File: src/usrt_pkg.sv
`default_nettype none
package usrt_pkg;
  // system clock and serial timing
  localparam int unsigned CLK_HZ = 250_000_000; // system clock rate
  localparam int unsigned BAUD_MAX = 1_000_000; // fastest serial rate
  localparam int unsigned BAUD_DEF = 115_200; // default serial rate
  // cycles per bit at the default rate, rounded down
  localparam int unsigned BIT_CYC_DEF = CLK_HZ / BAUD_DEF;
  // cycles per bit at the fastest rate
  localparam int unsigned BIT_CYC_MIN = CLK_HZ / BAUD_MAX;
  localparam int unsigned DATA_BITS = 8; // data bits per character
  localparam int unsigned RX_DEPTH = 6; // receive buffer entries
  localparam int unsigned RX_SLACK = 2; // entries kept free at ready drop
  // pin defaults after reset
  localparam logic LINE_IDLE = 1'b1; // data line idle level
  localparam logic HS_ASSERT = 1'b0; // handshake asserted level
  localparam logic HS_DEASSERT = 1'b1; // handshake deasserted level
  // serial engine states
  typedef enum logic [2:0] {
    US_IDLE = 3'b000,
    US_START = 3'b001,
    US_DATA = 3'b010,
    US_PAR = 3'b011,
    US_STOP = 3'b100
  } us_state_t;
endpackage : usrt_pkg
`default_nettype wire

File: src/usrt_if.sv
`timescale 1ns/1ns
`default_nettype none
// the four serial lines between the module and the host
interface usrt_if;
  logic port_pin_twentyone; // module transmit data, toward host
  logic port_pin_twentytwo; // host transmit data, toward module
  logic port_pin_twentythree; // module ready-to-receive, low active
  logic port_pin_twentyfour; // host ready-to-receive, low active
  modport dev (
    output port_pin_twentyone,
    input port_pin_twentytwo,
    output port_pin_twentythree,
    input port_pin_twentyfour
  );
  modport host (
    input port_pin_twentyone,
    output port_pin_twentytwo,
    input port_pin_twentythree,
    output port_pin_twentyfour
  );
endinterface : usrt_if
`default_nettype wire

File: src/usrt_dev.sv
// Function
// - full duplex serial with flow control, 1 Mbps
// - parity sent and checked in ninth bit
// - each side sends only when partner ready
// - handshake lines are low when asserted
// - data lines idle high between characters
// - transmit pin output, driven high after reset
// - receive pin input, reads idle when open
// - ready pin output, driven low after reset
// - clear pin reads asserted when open
// - receive buffer holds at least six bytes
// - host honours handshake, no looped lines
`timescale 1ns/1ns
`default_nettype none
module usrt_dev
  import usrt_pkg::*;
#(
  parameter int unsigned BIT_CYC = BIT_CYC_DEF, // cycles per bit
  parameter int unsigned DEPTH = RX_DEPTH, // receive buffer entries
  parameter int unsigned SLACK = RX_SLACK // free entries at ready drop
) (
  input wire logic clk_i, // system clock
  input wire logic nrst_i, // synchronous reset, low active
  usrt_if.dev lnk, // serial lines to host
  input wire logic par_en_i, // parity enable
  input wire logic par_odd_i, // odd parity when high
  input wire logic [DATA_BITS-1:0] tx_data_i, // byte to send
  input wire logic tx_valid_i, // byte offered
  output logic tx_ready_o, // byte taken this cycle
  output logic [DATA_BITS-1:0] rx_data_o, // oldest received byte
  output logic rx_valid_o, // buffer not empty
  input wire logic rx_ready_i, // user pops oldest byte
  output logic rx_ovf_o, // overflow event pulse
  output logic rx_perr_o, // parity error event pulse
  output logic rx_ferr_o // stop bit error event pulse
);
  localparam int CW = $clog2(BIT_CYC + 1); // bit timer width
  localparam int PW = $clog2(DEPTH); // buffer index width
  localparam int NW = $clog2(DEPTH + 1); // fill count width
  localparam logic [CW-1:0] BIT_LAST = CW'(BIT_CYC - 1); // last bit cycle
  localparam logic [CW-1:0] BIT_HALF = CW'(BIT_CYC / 2); // mid bit point
  localparam logic [2:0] LAST_BIT = 3'(DATA_BITS - 1); // last data index

  // two-stage synchronisers on the pins from the host
  logic rxd_s1_r, rxd_s2_r; // receive data sync stages
  logic cts_s1_r, cts_s2_r; // host ready sync stages
  always_ff @(posedge clk_i) begin
    // a reset value of idle keeps an open line quiet
    if (!nrst_i) begin
      rxd_s1_r <= LINE_IDLE;
      rxd_s2_r <= LINE_IDLE;
      cts_s1_r <= HS_ASSERT;
      cts_s2_r <= HS_ASSERT;
    end else begin
      rxd_s1_r <= lnk.port_pin_twentytwo;
      rxd_s2_r <= rxd_s1_r;
      cts_s1_r <= lnk.port_pin_twentyfour;
      cts_s2_r <= cts_s1_r;
    end
  end
  wire host_ready = (cts_s2_r == HS_ASSERT); // low means go

  // transmitter, free of the receiver so both run at once
  us_state_t tx_st_r; // transmit state
  logic [CW-1:0] tx_cnt_r; // bit timer
  logic [2:0] tx_idx_r; // data bit index
  logic [DATA_BITS-1:0] tx_sh_r; // shift register
  logic tx_par_r; // parity bit to send
  logic tx_pin_r; // transmit pin level
  wire tx_tick = (tx_cnt_r == BIT_LAST); // end of a bit time
  // a byte is only taken while the host is ready
  assign tx_ready_o = (tx_st_r == US_IDLE) && host_ready;
  wire tx_take = tx_ready_o && tx_valid_i;
  wire tx_odd_par = ^tx_data_i ^ par_odd_i; // parity bit of the byte

  // bit timer restarts on each new bit
  always_ff @(posedge clk_i) begin
    if (!nrst_i || tx_st_r == US_IDLE || tx_tick) tx_cnt_r <= '0;
    else tx_cnt_r <= tx_cnt_r + 1'b1;
  end

  // frame sequencer: start, lsb first data, parity, stop
  always_ff @(posedge clk_i) begin
    if (!nrst_i) begin
      tx_st_r <= US_IDLE;
      tx_pin_r <= LINE_IDLE; // idle high from reset
      tx_idx_r <= '0;
      tx_sh_r <= '0;
      tx_par_r <= 1'b0;
    end else begin
      unique case (tx_st_r)
        US_IDLE: begin
          tx_pin_r <= LINE_IDLE;
          if (tx_take) begin
            tx_sh_r <= tx_data_i;
            tx_par_r <= tx_odd_par;
            tx_pin_r <= 1'b0; // start bit
            tx_st_r <= US_START;
          end
        end
        US_START: if (tx_tick) begin
          tx_pin_r <= tx_sh_r[0];
          tx_sh_r <= tx_sh_r >> 1;
          tx_idx_r <= '0;
          tx_st_r <= US_DATA;
        end
        US_DATA: if (tx_tick) begin
          if (tx_idx_r == LAST_BIT) begin
            // ninth bit carries parity when enabled
            tx_pin_r <= par_en_i ? tx_par_r : LINE_IDLE;
            tx_st_r <= par_en_i ? US_PAR : US_STOP;
          end else begin
            tx_pin_r <= tx_sh_r[0];
            tx_sh_r <= tx_sh_r >> 1;
            tx_idx_r <= tx_idx_r + 1'b1;
          end
        end
        US_PAR: if (tx_tick) begin
          tx_pin_r <= LINE_IDLE; // stop bit
          tx_st_r <= US_STOP;
        end
        US_STOP: if (tx_tick) tx_st_r <= US_IDLE;
        default: tx_st_r <= US_IDLE;
      endcase
    end
  end
  assign lnk.port_pin_twentyone = tx_pin_r;

  // receiver
  us_state_t rx_st_r; // receive state
  logic [CW-1:0] rx_cnt_r; // bit timer, zero at bit centre
  logic [2:0] rx_idx_r; // data bit index
  logic [DATA_BITS-1:0] rx_sh_r; // shift register
  logic rx_par_r; // running parity
  logic rx_push_r, rx_perr_r, rx_ferr_r; // frame pulses; parity error at the parity bit, one bit before the stop bit pulses
  wire rx_mid = (rx_cnt_r == BIT_LAST); // one bit after last sample
  wire rx_half = (rx_cnt_r == BIT_HALF); // start bit centre

  always_ff @(posedge clk_i) begin
    if (!nrst_i) begin
      rx_st_r <= US_IDLE;
      rx_cnt_r <= '0;
      rx_idx_r <= '0;
      rx_sh_r <= '0;
      rx_par_r <= 1'b0;
      rx_push_r <= 1'b0;
      rx_perr_r <= 1'b0;
      rx_ferr_r <= 1'b0;
    end else begin
      rx_push_r <= 1'b0;
      rx_perr_r <= 1'b0;
      rx_ferr_r <= 1'b0;
      rx_cnt_r <= (rx_mid || rx_st_r == US_IDLE) ? '0 : rx_cnt_r + 1'b1;
      unique case (rx_st_r)
        US_IDLE: if (!rxd_s2_r) rx_st_r <= US_START; // falling edge
        US_START: if (rx_half) begin
          rx_cnt_r <= '0; // recentre on the start bit
          // a glitch shorter than half a bit is dropped
          rx_st_r <= rxd_s2_r ? US_IDLE : US_DATA;
          rx_idx_r <= '0;
          rx_par_r <= par_odd_i;
        end
        US_DATA: if (rx_mid) begin
          rx_sh_r <= {rxd_s2_r, rx_sh_r[DATA_BITS-1:1]}; // lsb first
          rx_par_r <= rx_par_r ^ rxd_s2_r;
          rx_idx_r <= rx_idx_r + 1'b1;
          if (rx_idx_r == LAST_BIT) rx_st_r <= par_en_i ? US_PAR : US_STOP;
        end
        US_PAR: if (rx_mid) begin
          rx_perr_r <= rx_par_r ^ rxd_s2_r; // check every char
          rx_st_r <= US_STOP;
        end
        US_STOP: if (rx_mid) begin
          rx_push_r <= 1'b1;
          rx_ferr_r <= !rxd_s2_r; // stop must be high
          rx_st_r <= US_IDLE;
        end
        default: rx_st_r <= US_IDLE;
      endcase
    end
  end

  // receive buffer
  logic [DATA_BITS-1:0] mem_r [DEPTH]; // byte storage
  logic [PW-1:0] wp_r, rp_r; // write and read index
  logic [NW-1:0] fill_r; // bytes held
  logic ovf_r, perr_r, ferr_r; // event outputs
  logic rts_r; // ready pin level
  wire full = (fill_r == NW'(DEPTH));
  wire push = rx_push_r && !full; // full buffer drops byte
  wire pop = rx_valid_o && rx_ready_i;
  wire [PW-1:0] wp_inc = (wp_r == PW'(DEPTH - 1)) ? '0 : wp_r + 1'b1;
  wire [PW-1:0] rp_inc = (rp_r == PW'(DEPTH - 1)) ? '0 : rp_r + 1'b1;
  // ready drops with room left for frames already on the way
  wire room = (fill_r < NW'(DEPTH - SLACK));
  assign rx_valid_o = (fill_r != '0);
  assign rx_data_o = mem_r[rp_r];

  // storage is written only on an accepted byte
  always_ff @(posedge clk_i) begin
    if (push) mem_r[wp_r] <= rx_sh_r;
  end

  // indices, fill, events and the ready pin
  always_ff @(posedge clk_i) begin
    if (!nrst_i) begin
      wp_r <= '0;
      rp_r <= '0;
      fill_r <= '0;
      ovf_r <= 1'b0;
      perr_r <= 1'b0;
      ferr_r <= 1'b0;
      rts_r <= HS_ASSERT; // ready low after reset
    end else begin
      if (push) wp_r <= wp_inc;
      if (pop) rp_r <= rp_inc;
      fill_r <= fill_r + NW'(push) - NW'(pop);
      ovf_r <= rx_push_r && full;
      perr_r <= rx_perr_r;
      ferr_r <= rx_ferr_r;
      rts_r <= room ? HS_ASSERT : HS_DEASSERT;
    end
  end
  assign lnk.port_pin_twentythree = rts_r;
  assign rx_ovf_o = ovf_r;
  assign rx_perr_o = perr_r;
  assign rx_ferr_o = ferr_r;
endmodule : usrt_dev
`default_nettype wire

File: src/flat_wrapper.sv
// flat-port wrapper written by rule: the top's interface ports become plain ports
module usrt_dev_flat import usrt_pkg::*;
#(
  parameter int unsigned BIT_CYC = BIT_CYC_DEF,                  
  parameter int unsigned DEPTH = RX_DEPTH,                          
  parameter int unsigned SLACK = RX_SLACK                              
)
  (clk_i, nrst_i, par_en_i, par_odd_i, tx_data_i, tx_valid_i, tx_ready_o, rx_data_o, rx_valid_o, rx_ready_i, rx_ovf_o, rx_perr_o, rx_ferr_o, lnk_port_pin_twentyone, lnk_port_pin_twentytwo, lnk_port_pin_twentythree, lnk_port_pin_twentyfour);
  usrt_if lnk_i ();
  input wire logic clk_i;
  input wire logic nrst_i;
  input wire logic par_en_i;
  input wire logic par_odd_i;
  input wire logic [DATA_BITS-1:0] tx_data_i;
  input wire logic tx_valid_i;
  output logic tx_ready_o;
  output logic [DATA_BITS-1:0] rx_data_o;
  output logic rx_valid_o;
  input wire logic rx_ready_i;
  output logic rx_ovf_o;
  output logic rx_perr_o;
  output logic rx_ferr_o;
  output wire logic [$bits(lnk_i.port_pin_twentyone)-1:0] lnk_port_pin_twentyone;
  input wire logic [$bits(lnk_i.port_pin_twentytwo)-1:0] lnk_port_pin_twentytwo;
  output wire logic [$bits(lnk_i.port_pin_twentythree)-1:0] lnk_port_pin_twentythree;
  input wire logic [$bits(lnk_i.port_pin_twentyfour)-1:0] lnk_port_pin_twentyfour;
  assign lnk_port_pin_twentyone = lnk_i.port_pin_twentyone;
  assign lnk_i.port_pin_twentytwo = lnk_port_pin_twentytwo;
  assign lnk_port_pin_twentythree = lnk_i.port_pin_twentythree;
  assign lnk_i.port_pin_twentyfour = lnk_port_pin_twentyfour;
  usrt_dev #(.BIT_CYC(BIT_CYC), .DEPTH(DEPTH), .SLACK(SLACK)) u_core (.clk_i(clk_i), .nrst_i(nrst_i), .lnk(lnk_i), .par_en_i(par_en_i), .par_odd_i(par_odd_i), .tx_data_i(tx_data_i), .tx_valid_i(tx_valid_i), .tx_ready_o(tx_ready_o), .rx_data_o(rx_data_o), .rx_valid_o(rx_valid_o), .rx_ready_i(rx_ready_i), .rx_ovf_o(rx_ovf_o), .rx_perr_o(rx_perr_o), .rx_ferr_o(rx_ferr_o));
endmodule
File: config.mk
export PLATFORM = sky130hd
export DESIGN_NAME = usrt_dev_flat
export DESIGN_NICKNAME = d
export VERILOG_FILES = /design/src/usrt_pkg.sv /design/src/usrt_if.sv /design/src/usrt_dev.sv /design/src/flat_wrapper.sv
export SDC_FILE = /design/constraint.sdc
export NUM_CORES = 1
export LEC_CHECK = 0
export ABC_AREA = 1
export BUFFER_PORTS_ARGS = -buffer_cell sky130_fd_sc_hd__buf_2
export CORE_MARGIN = 5
export CORE_UTILIZATION = 60
export CTS_BUF_LIST = sky130_fd_sc_hd__clkbuf_4 sky130_fd_sc_hd__clkbuf_8 sky130_fd_sc_hd__clkbuf_16
export DETAILED_ROUTE_END_ITERATION = 8
export PLACE_DENSITY = 0.76
export SETUP_SLACK_MARGIN = 0.2
export SYNTH_ARGS = -nofsm -noshare
export SYNTH_HDL_FRONTEND = slang
export SYNTH_SLANG_ARGS = --single-unit
File: constraint.sdc
create_clock -name clk_i -period 2.19 [get_ports clk_i]
set_input_delay 0.3285 -clock clk_i [delete_from_list [all_inputs] [get_ports clk_i]]
set_output_delay 0.3285 -clock clk_i [all_outputs]
set_load 0.005 [all_outputs]
* Word level (Yosys, flattened, before mapping)
Memories as Yosys holds them, arrays and structs flattened. A register that Yosys moved wholly into a read port is not among the register bits. Cells that the tools add are included.
Cells by class: add/sub/neg operators 8, order comparisons 1, eq/ne operators 29, multiplexer cells 48, bitwise logic cells 3, reductions and logical operators 30
Operator list (count):
- $mux 3 | 21
- $mux 12 | 3
- $mux 8 | 4
- $pmux 3 s5 | 2
- $add 12x1->12 const B | 2
- $eq 12x12->1 const B | 2
- $pmux 8 s3 | 1
- $ne 2x1->1 const B | 11
- $eq 3x3->1 const B | 7
- $add 3x1->3 const B | 4
- $eq 12x11->1 const B | 1
- $eq 3x2->1 const B | 4
- $mux 1 | 12
- $pmux 3 s2 | 2
- $reduce_and 6->1 | 2
- $reduce_and 3->1 | 3
- $reduce_and 4->1 | 2
- $reduce_xor 8->1 | 1
- $eq 3x1->1 const B | 2
- $logic_not 3->1 | 2
- $reduce_and 2->1 | 3
- $reduce_bool 3->1 | 2
- $logic_and 1x1->1 | 5
- $reduce_and 5->1 | 1
- 13 further kinds | 20
Storage, ports and cells: register bits 75, RAM bits 48, input port bits 16, output and inout bits 15, logic and storage cells 145, memories 1
Memories:
- u_core.mem_r | words 6, bits a word 8, read ports 1, clocked after memory_dff 1, wr ports 1, RTL line usrt_dev.sv:184 | logic [DATA_BITS-1:0] mem_r [DEPTH];

* Logic depth before layout (Yosys ltp)
Gate-level depths: netlist of the first run.
word-level depth 5, gate-level depth with buffers 11, depth with buffers taken out 11

* Least setup slack after synthesis of the first run
No wires, ideal clock.
path kind flip-flop to flip-flop, start point register u_core.fill_r[1], end point register u_core.fill_r[2], setup time 0.070 ns, arrival time 1.758 ns, required time 2.120 ns, slack 0.362 ns, cell stages (with the launch flop) 11, buffers on the path 0, period minus slack after synthesis 1.828 ns, cells stage by stage dfxtp_1 > nor2_1 > a21boi_0 > ha_1 > inv_1 > ha_1 > inv_1 > fa_1 > inv_1 > o21ai_0 > a21oi_1
On the way: cells in the longest elaborated chain, start to end 5, elaborated cells on any way between the ends 7, classes of those cells add/sub: 2; eq/ne: 1; reduce/logical: 4
RTL lines:
- from (decl) | RTL line usrt_dev.sv:186 | logic [NW-1:0] fill_r;
- from (signal assigned) | RTL line usrt_dev.sv:217 | fill_r <= fill_r + NW'(push) - NW'(pop);
- $eq 3x3->1 | RTL line usrt_dev.sv:189 | wire full = (fill_r == NW'(DEPTH));
- $logic_not 1->1 | RTL line usrt_dev.sv:190 | wire push = rx_push_r && !full;
- $logic_and 1x1->1 | RTL line usrt_dev.sv:190
- $add 3x1->3 | RTL line usrt_dev.sv:217
- $sub 3x1->3 * | RTL line usrt_dev.sv:217
Mark *: on every way between the ends. The rest lies on a longest branch, timed or not. A chain may end at the register's enable or synchronous reset.

==> results_dict.tcl, run 1 <==
set metrics [dict create \
    hold_class "in2reg" \
    first_iter_violations 301 \
    ios 31 \
    tritoncts "yes" \
    worstRegToRegCells 10 \
    synthArstFlopShare 0 \
    cp-start-kind "flip-flop" \
    clk_latency_ps 520 \
    rr_endpoint "u_core.fill_r[2]" \
    instances_no_fill 819 \
    areaGrowthSynthToFinish_pct 19.2 \
    synth_edf_count 48 \
    gp_congestion 0.832 \
    detail-route-antenna-nets 0 \
    htreeDepth 4 \
    cts_sinks 126 \
    antenna_found_initial 0 \
    dominantRegCellSynth "dfxtp_1" \
    avgSynthCellArea_um2 8.75 \
    ys_ff_latch 126 \
    syn_inst 645 \
    cp_max_fo 7 \
    leakage_uw 0.00270 \
    maxCapViolCount 0 \
    status "finished clean" \
    slew-limit-headroom 0.709 \
    port_buffers 30 \
    cts_root_buf "clkbuf_8" \
    ir_worst_vdd_mv 0.669 \
    holdPathEnd "u_core.fill_r[0]" \
    critPathRequiredTime_ps 1860 \
    synth.distinct_cells 42 \
    dieArea_mm2 0.0114 \
    final_cell_area_mm2 0.00673 \
    fin_setup_tns_ps 0 \
    die_x_um 107 \
    clock_skew_ps 8.98 \
    layout-drive-gt1-share 0.203 \
    core-area_mm2 0.00920 \
    dp_cells 778 \
    vias_per_cell 5.50 \
    post_dp_cell_area_mm2 0.00591 \
    hold_viol 0 \
    cts_made_buffers 17 \
    nNetsFinal 722 \
    reg2reg_setup_slack_ps 300 \
    grt_pass1_vias 4467 \
    grt_usage 0.231 \
    yosys_warnings 0 \
    fin_hold_ws_ps 117 \
    start_util 0.614 \
    max-clock-path-buffers 2 \
    critical_path_class "reg2out" \
    drv_slew 0 \
    clock.fmax_ghz 0.504 \
    die_h_um 107 \
    fin_crit_sh 0.906 \
    worstMarginPinSlew_ps 435 \
    synth_seq_area_share 0.532 \
    via_count 4508 \
    grt_overflow 0 \
    grt_pass1_wl_um 21000 \
    syn-num-nets 672 \
    first_pass_iters 6 \
    hp-start "nrst_i" \
    rows 35 \
    end_kind "output port" \
    min_path_cells 3 \
    wirelength_um 12200 \
    setup_viol_count_final 0 \
    regToRegStartpoint "u_core.fill_r[2]" \
    routedWlPerCell_um 14.9 \
    drc 0 \
    fin_crit_ps 1980 \
    dp.final_hpwl_um 7870 \
    synthesis.area_mm2 0.00564 \
    grt_max_degree 32 \
    rsz0062_at_grt "yes" \
    worstPathArrival_ps 1660 \
    clk_pin_slew_ps 60 \
    diodes 0 \
    p_per_area_mw_per_mm2 1180 \
]
-- cell usage in the layout, fill, tap and decap left out, types with 3 or more instances in the layout --
cell type / instances
nor4_1: 4
xnor2_1: 3
nor3_1: 17
inv_1: 68
o21ai_0: 41
nor2_4: 4
o22ai_1: 5
or2_2: 3
bufinv_16: 4
clkinv_4: 5
nand3_2: 5
ha_1: 10
nand3_1: 22
nand4_1: 7
inv_2: 9
o21ai_1: 8
a32o_1: 7
clkbuf_16: 18
nand2_2: 11
buf_2: 31
nand2_1: 111
buf_4: 9
nand3_4: 3
nor3_2: 4
dfxtp_1: 74
nor2_2: 10
nor3b_1: 3
xor2_1: 8
o22ai_2: 3
edfxtp_1: 48
nor2_1: 89
a21oi_1: 31
clkinv_2: 3
-- Yosys cell counts (2+ instances only) --
library cell | instances | area share
nand2_1 | 116 | 0.077
nor2_1 | 90 | 0.060
dfxtp_1 | 78 | 0.28
inv_1 | 69 | 0.046
edfxtp_1 | 48 | 0.26
o21ai_0 | 41 | 0.036
a21oi_1 | 31 | 0.027
nand3_1 | 22 | 0.020
nor3_1 | 17 | 0.015
ha_1 | 10 | 0.022
clkbuf_1 | 9 | 0.0060
inv_2 | 9 | 0.0060
nor2_2 | 9 | 0.010
a32o_1 | 8 | 0.014
o21ai_1 | 8 | 0.0071
o22ai_1 | 8 | 0.0089
xor2_1 | 8 | 0.012
nand4_1 | 7 | 0.0078
nand2_2 | 6 | 0.0067
buf_2 | 5 | 0.0044
nand3_2 | 5 | 0.0089
nor2_4 | 4 | 0.0080
nor3_2 | 4 | 0.0071
nor4_1 | 4 | 0.0044
nand3_4 | 3 | 0.0093
nor3b_1 | 3 | 0.0040
or2_2 | 3 | 0.0033
xnor2_1 | 3 | 0.0047
a21oi_2 | 2 | 0.0031
buf_6 | 2 | 0.0040
nand2_4 | 2 | 0.0040
-- flip-flops by register name (all words and copies together), names as in the netlist, 3 cells and up, named ones only --
register and flops:
u_core.tx_st_r 3, u_core.rx_idx_r 3, u_core.tx_idx_r 3, u_core.rx_st_r 3
u_core.fill_r 3, u_core.tx_sh_r 8, u_core.tx_cnt_r 12, u_core.rx_sh_r 8
u_core.wp_r 3, u_core.mem_r 48, u_core.rx_cnt_r 12, u_core.rp_r 3
-- worst max-delay path, cell delays in order (launching register included) --
cell       delay (ps)
dfxtp_4           390
inv_6              90
clkbuf_16         140
nand2_1            60
a32o_1            230
o22ai_2            90
buf_2             130
-- report_power, final --
group | internal (uW) | leakage (uW) | switching (uW)
clock | 1860 | 0.000298 | 1040
combinational | 864 | 0.00144 | 1300
sequential | 2650 | 0.000967 | 207
total | 5370 | 0.00270 | 2550
-- final cells by class --
cell class	instances	area, um2
Fill cell	659	2470
Multi-Input combinational cell	423	2290
Timing Repair Buffer	48	362
Sequential cell	126	3010
Clock inverter	14	194
Clock buffer	18	422
Tap cell	111	139
Inverter	79	304
-- logic make-up (layout without fill, tap and decap cells) --
group / Yosys count / in the layout / synth area share
AND/OR/NAND/NOR: 298 / 298 / 0.253
AO/OA/AOI/OAI: 103 / 103 / 0.104
flip-flops: 126 / 126 / 0.532
XOR/XNOR: 11 / 11 / 0.0171
adder cells (fa/ha/maj): 11 / 11 / 0.0257
buffers and inverters: 96 / 159 / 0.0687
-- worst max-delay path by stage --
stage / slack, ps / endpoint / start / depth (start not counted)
4_1_cts: 170 / rx_data_o[7] / flip-flop / 5
3_3_place_gp: 350 / u_core.fill_r[2] / u_core.fill_r[1] / 10
5_1_grt: 140 / rx_data_o[3] / flip-flop / 6
2_1_floorplan: 360 / u_core.fill_r[2] / u_core.fill_r[1] / 10
3_5_place_dp: 90 / u_core.fill_r[2] / u_core.fill_r[1] / 10
6_report: 210 / rx_data_o[3] / flip-flop / 6
-- metal layers --
metal | share of wire | track usage
met4 | 0.011 | 0.0694
met2 | 0.53 | 0.413
met1 | 0.40 | 0.274
met5 | 0 | 0
met3 | 0.052 | 0.0578
-- timing repair --
action	CTS	global route
resized for setup	11	16
cloned	1	3
setup endpoints to repair	10	9
pin swaps	0	1
hold buffers	2	0
setup buffers	3	0
endpoints found under the hold margin	2	0
-- through the flow --
| step | total power, uW | util | setup slack [ps] |
|---|---|---|---|
| after floorplan | 4340 | - | 362 |
| after global placement | 4680 | 0.643 | 352 |
| after detailed placement | 4790 | 0.643 | 87.7 |
| after CTS | 7830 | 0.721 | 166 |
| after global routing | 8410 | 0.731 | 137 |
| final | 7920 | 0.731 | 206 |
(Power assumes the default switching activity.)
==> run 2, diff against run 1 <==
--- a/config.mk
+++ b/config.mk
@@ -7,11 +7,13 @@
 export LEC_CHECK = 0
 export ABC_AREA = 1
 export BUFFER_PORTS_ARGS = -buffer_cell sky130_fd_sc_hd__buf_2
+export CORE_ASPECT_RATIO = 0.7
 export CORE_MARGIN = 5
 export CORE_UTILIZATION = 60
 export CTS_BUF_LIST = sky130_fd_sc_hd__clkbuf_4 sky130_fd_sc_hd__clkbuf_8 sky130_fd_sc_hd__clkbuf_16
 export DETAILED_ROUTE_END_ITERATION = 8
-export PLACE_DENSITY = 0.76
+export GPL_ROUTABILITY_DRIVEN = 0
+export PLACE_DENSITY = 0.79
 export SETUP_SLACK_MARGIN = 0.2
 export SYNTH_ARGS = -nofsm -noshare
 export SYNTH_HDL_FRONTEND = slang
==> results_dict.tcl, run 2 (synthesis gave the netlist of run 1 again) <==
set metrics [dict create \
    fin_setup_tns_ps 0 \
    regArea_mm2 0.00301 \
    slew-limit-headroom 0.728 \
    antenna_found_initial 0 \
    grt_overflow 0 \
    first_iter_violations 370 \
    cp-start-kind "flip-flop" \
    setup_viol_count_final 0 \
    largest_register "u_core.mem_r" \
    detail-route-antenna-nets 0 \
    worstPathArrival_ps 1620 \
    clock.fmax_ghz 0.514 \
    areaGrowthSynthToFinish_pct 16.8 \
    fin_hold_ws_ps 105 \
    holdBufCountCts 0 \
    status "finished clean" \
    core-area_mm2 0.00911 \
    hold_class "in2reg" \
    tritoncts "yes" \
    drv_slew 0 \
    wirelength_um 12300 \
    reg_top3 "u_core.mem_r x48, u_core.rx_cnt_r x12, u_core.tx_cnt_r x12" \
    clk_latency_ps 420 \
    first_pass_iters 4 \
    max-clock-path-buffers 2 \
    final_common_cell "nand2_1" \
    critPathRequiredTime_ps 1860 \
    hold_viol 0 \
    multi_input_area_mm2 0.00226 \
    p_per_area_mw_per_mm2 1170 \
    end_kind "output port" \
    ios 31 \
    via_count 4514 \
    diodes 0 \
    layout-drive-gt1-share 0.186 \
    grt_pass1_wl_um 19900 \
    clk_pin_slew_ps 60 \
    worstMarginPinSlew_ps 408 \
    critical_path_class "reg2out" \
    fill_cells 674 \
    final_cell_mix "116 x nand2_1, 90 x nor2_1, 73 x dfxtp_1" \
    crit_slowest_cell "dfxtp_4" \
    rows 29 \
    post_cts_buffers 0 \
    dp.final_hpwl_um 7950 \
    port_buffers 30 \
    clock_skew_ps 6.33 \
    cts_sinks 126 \
    routedWlPerCell_um 14.9 \
    cts_root_buf "clkbuf_16" \
    fin_crit_ps 1950 \
    grt_usage 0.215 \
    crit_chain "buf_8 > nand2_1 > a32o_1 > o22ai_1 > buf_2" \
    cp_max_fo 19 \
    leakage_uw 0.00263 \
    ir_worst_vdd_mv 0.779 \
    cts_made_buffers 17 \
    fin_crit_sh 0.888 \
    timing.critical_path.buf_inv 2 \
    die_h_um 91.1 \
    drc 0 \
    htreeDepth 4 \
    nNetsFinal 714 \
    grt_pass1_vias 4259 \
    maxCapViolCount 0 \
    rsz0062_at_grt "yes" \
    grt_max_degree 39 \
    dieArea_mm2 0.0115 \
    vias_per_cell 5.48 \
    die_x_um 126 \
    path_delay_family "flip-flops" \
    largest_reg_flops 48 \
    start_util 0.620 \
    critPathMaxStageDelay_ps 410 \
]
[run 2: changes by cell type in the layout (fill, tap and decap cells not counted), moves of 3 or more]
cell	previous run	this run
nand2_1	111	116
clkinv_4	5	1
clkinv_2	3	0
nand2_2	11	6
inv_6	1	6
[run 2: layer usage]
metal / GRT usage / up-vias / share of wire
li1: - / 2234 / -
met1: 0.281 / 2140 / 0.45
met2: 0.344 / 123 / 0.48
met3: 0.0674 / 17 / 0.052
met4: 0.0670 / 0 / 0.013
met5: 0 / - / 0
[run 2: layout make-up]
class                   instances  area share
flip-flops and latches        126       0.457
inverters                      79      0.0457
well taps                     124      0.0235
clock inverters                15      0.0264
repair buffers                 40      0.0398
clock buffers                  17      0.0645
multi-input cells             423       0.343
[run 2: path summary, 6_finish.rpt]
check / from / end / slack, ps / depth (start not counted)
worst min-delay path: lnk_port_pin_twentytwo / u_core.rxd_s1_r / 110 / 2
worst min register to register: u_core.rxd_s1_r / u_core.rxd_s2_r / 420 / 1
worst max-delay path: flip-flop / rx_data_o[6] / 240 / 5
worst max register to register: u_core.fill_r[1] / u_core.fill_r[2] / 300 / 10
[run 2: worst register-to-register path: stages (launching register included)]
cell      delay (ps)
dfxtp_2          350
nor2_1           210
a21boi_2         110
ha_1             280
inv_1             60
ha_1             150
inv_1             50
fa_1             350
inv_1             70
o21ai_0           80
a21oi_1          120
[run 2: repair_timing]
action	CTS	global route
gates cloned	0	1
hold endpoints to repair	0	0
endpoints found under the setup margin	10	10
gates resized for setup	7	9
[run 2: through the flow]
step / cell area (um2) / cells / power, uW / setup WS (ps) / util
after global placement: 5930 / 791 / 4670 / 280 / 0.651
final: 6590 / 824 / 7730 / 244 / 0.724
after CTS: 6550 / 823 / 7650 / 208 / 0.719
after detailed placement: 5930 / 791 / 4760 / 140 / 0.651
after floorplan: 5640 / 645 / 4340 / 362 / -
after global routing: 6590 / 824 / 8170 / 121 / 0.724
[run 2: power breakdown]
group / internal (uW) / leakage [uW] / switching, uW / total [uW]
combinational: 746 / 0.00138 / 1290 / 2040
clock: 1710 / 0.000282 / 1130 / 2840
sequential: 2650 / 0.000967 / 211 / 2860
total: 5100 / 0.00263 / 2630 / 7730
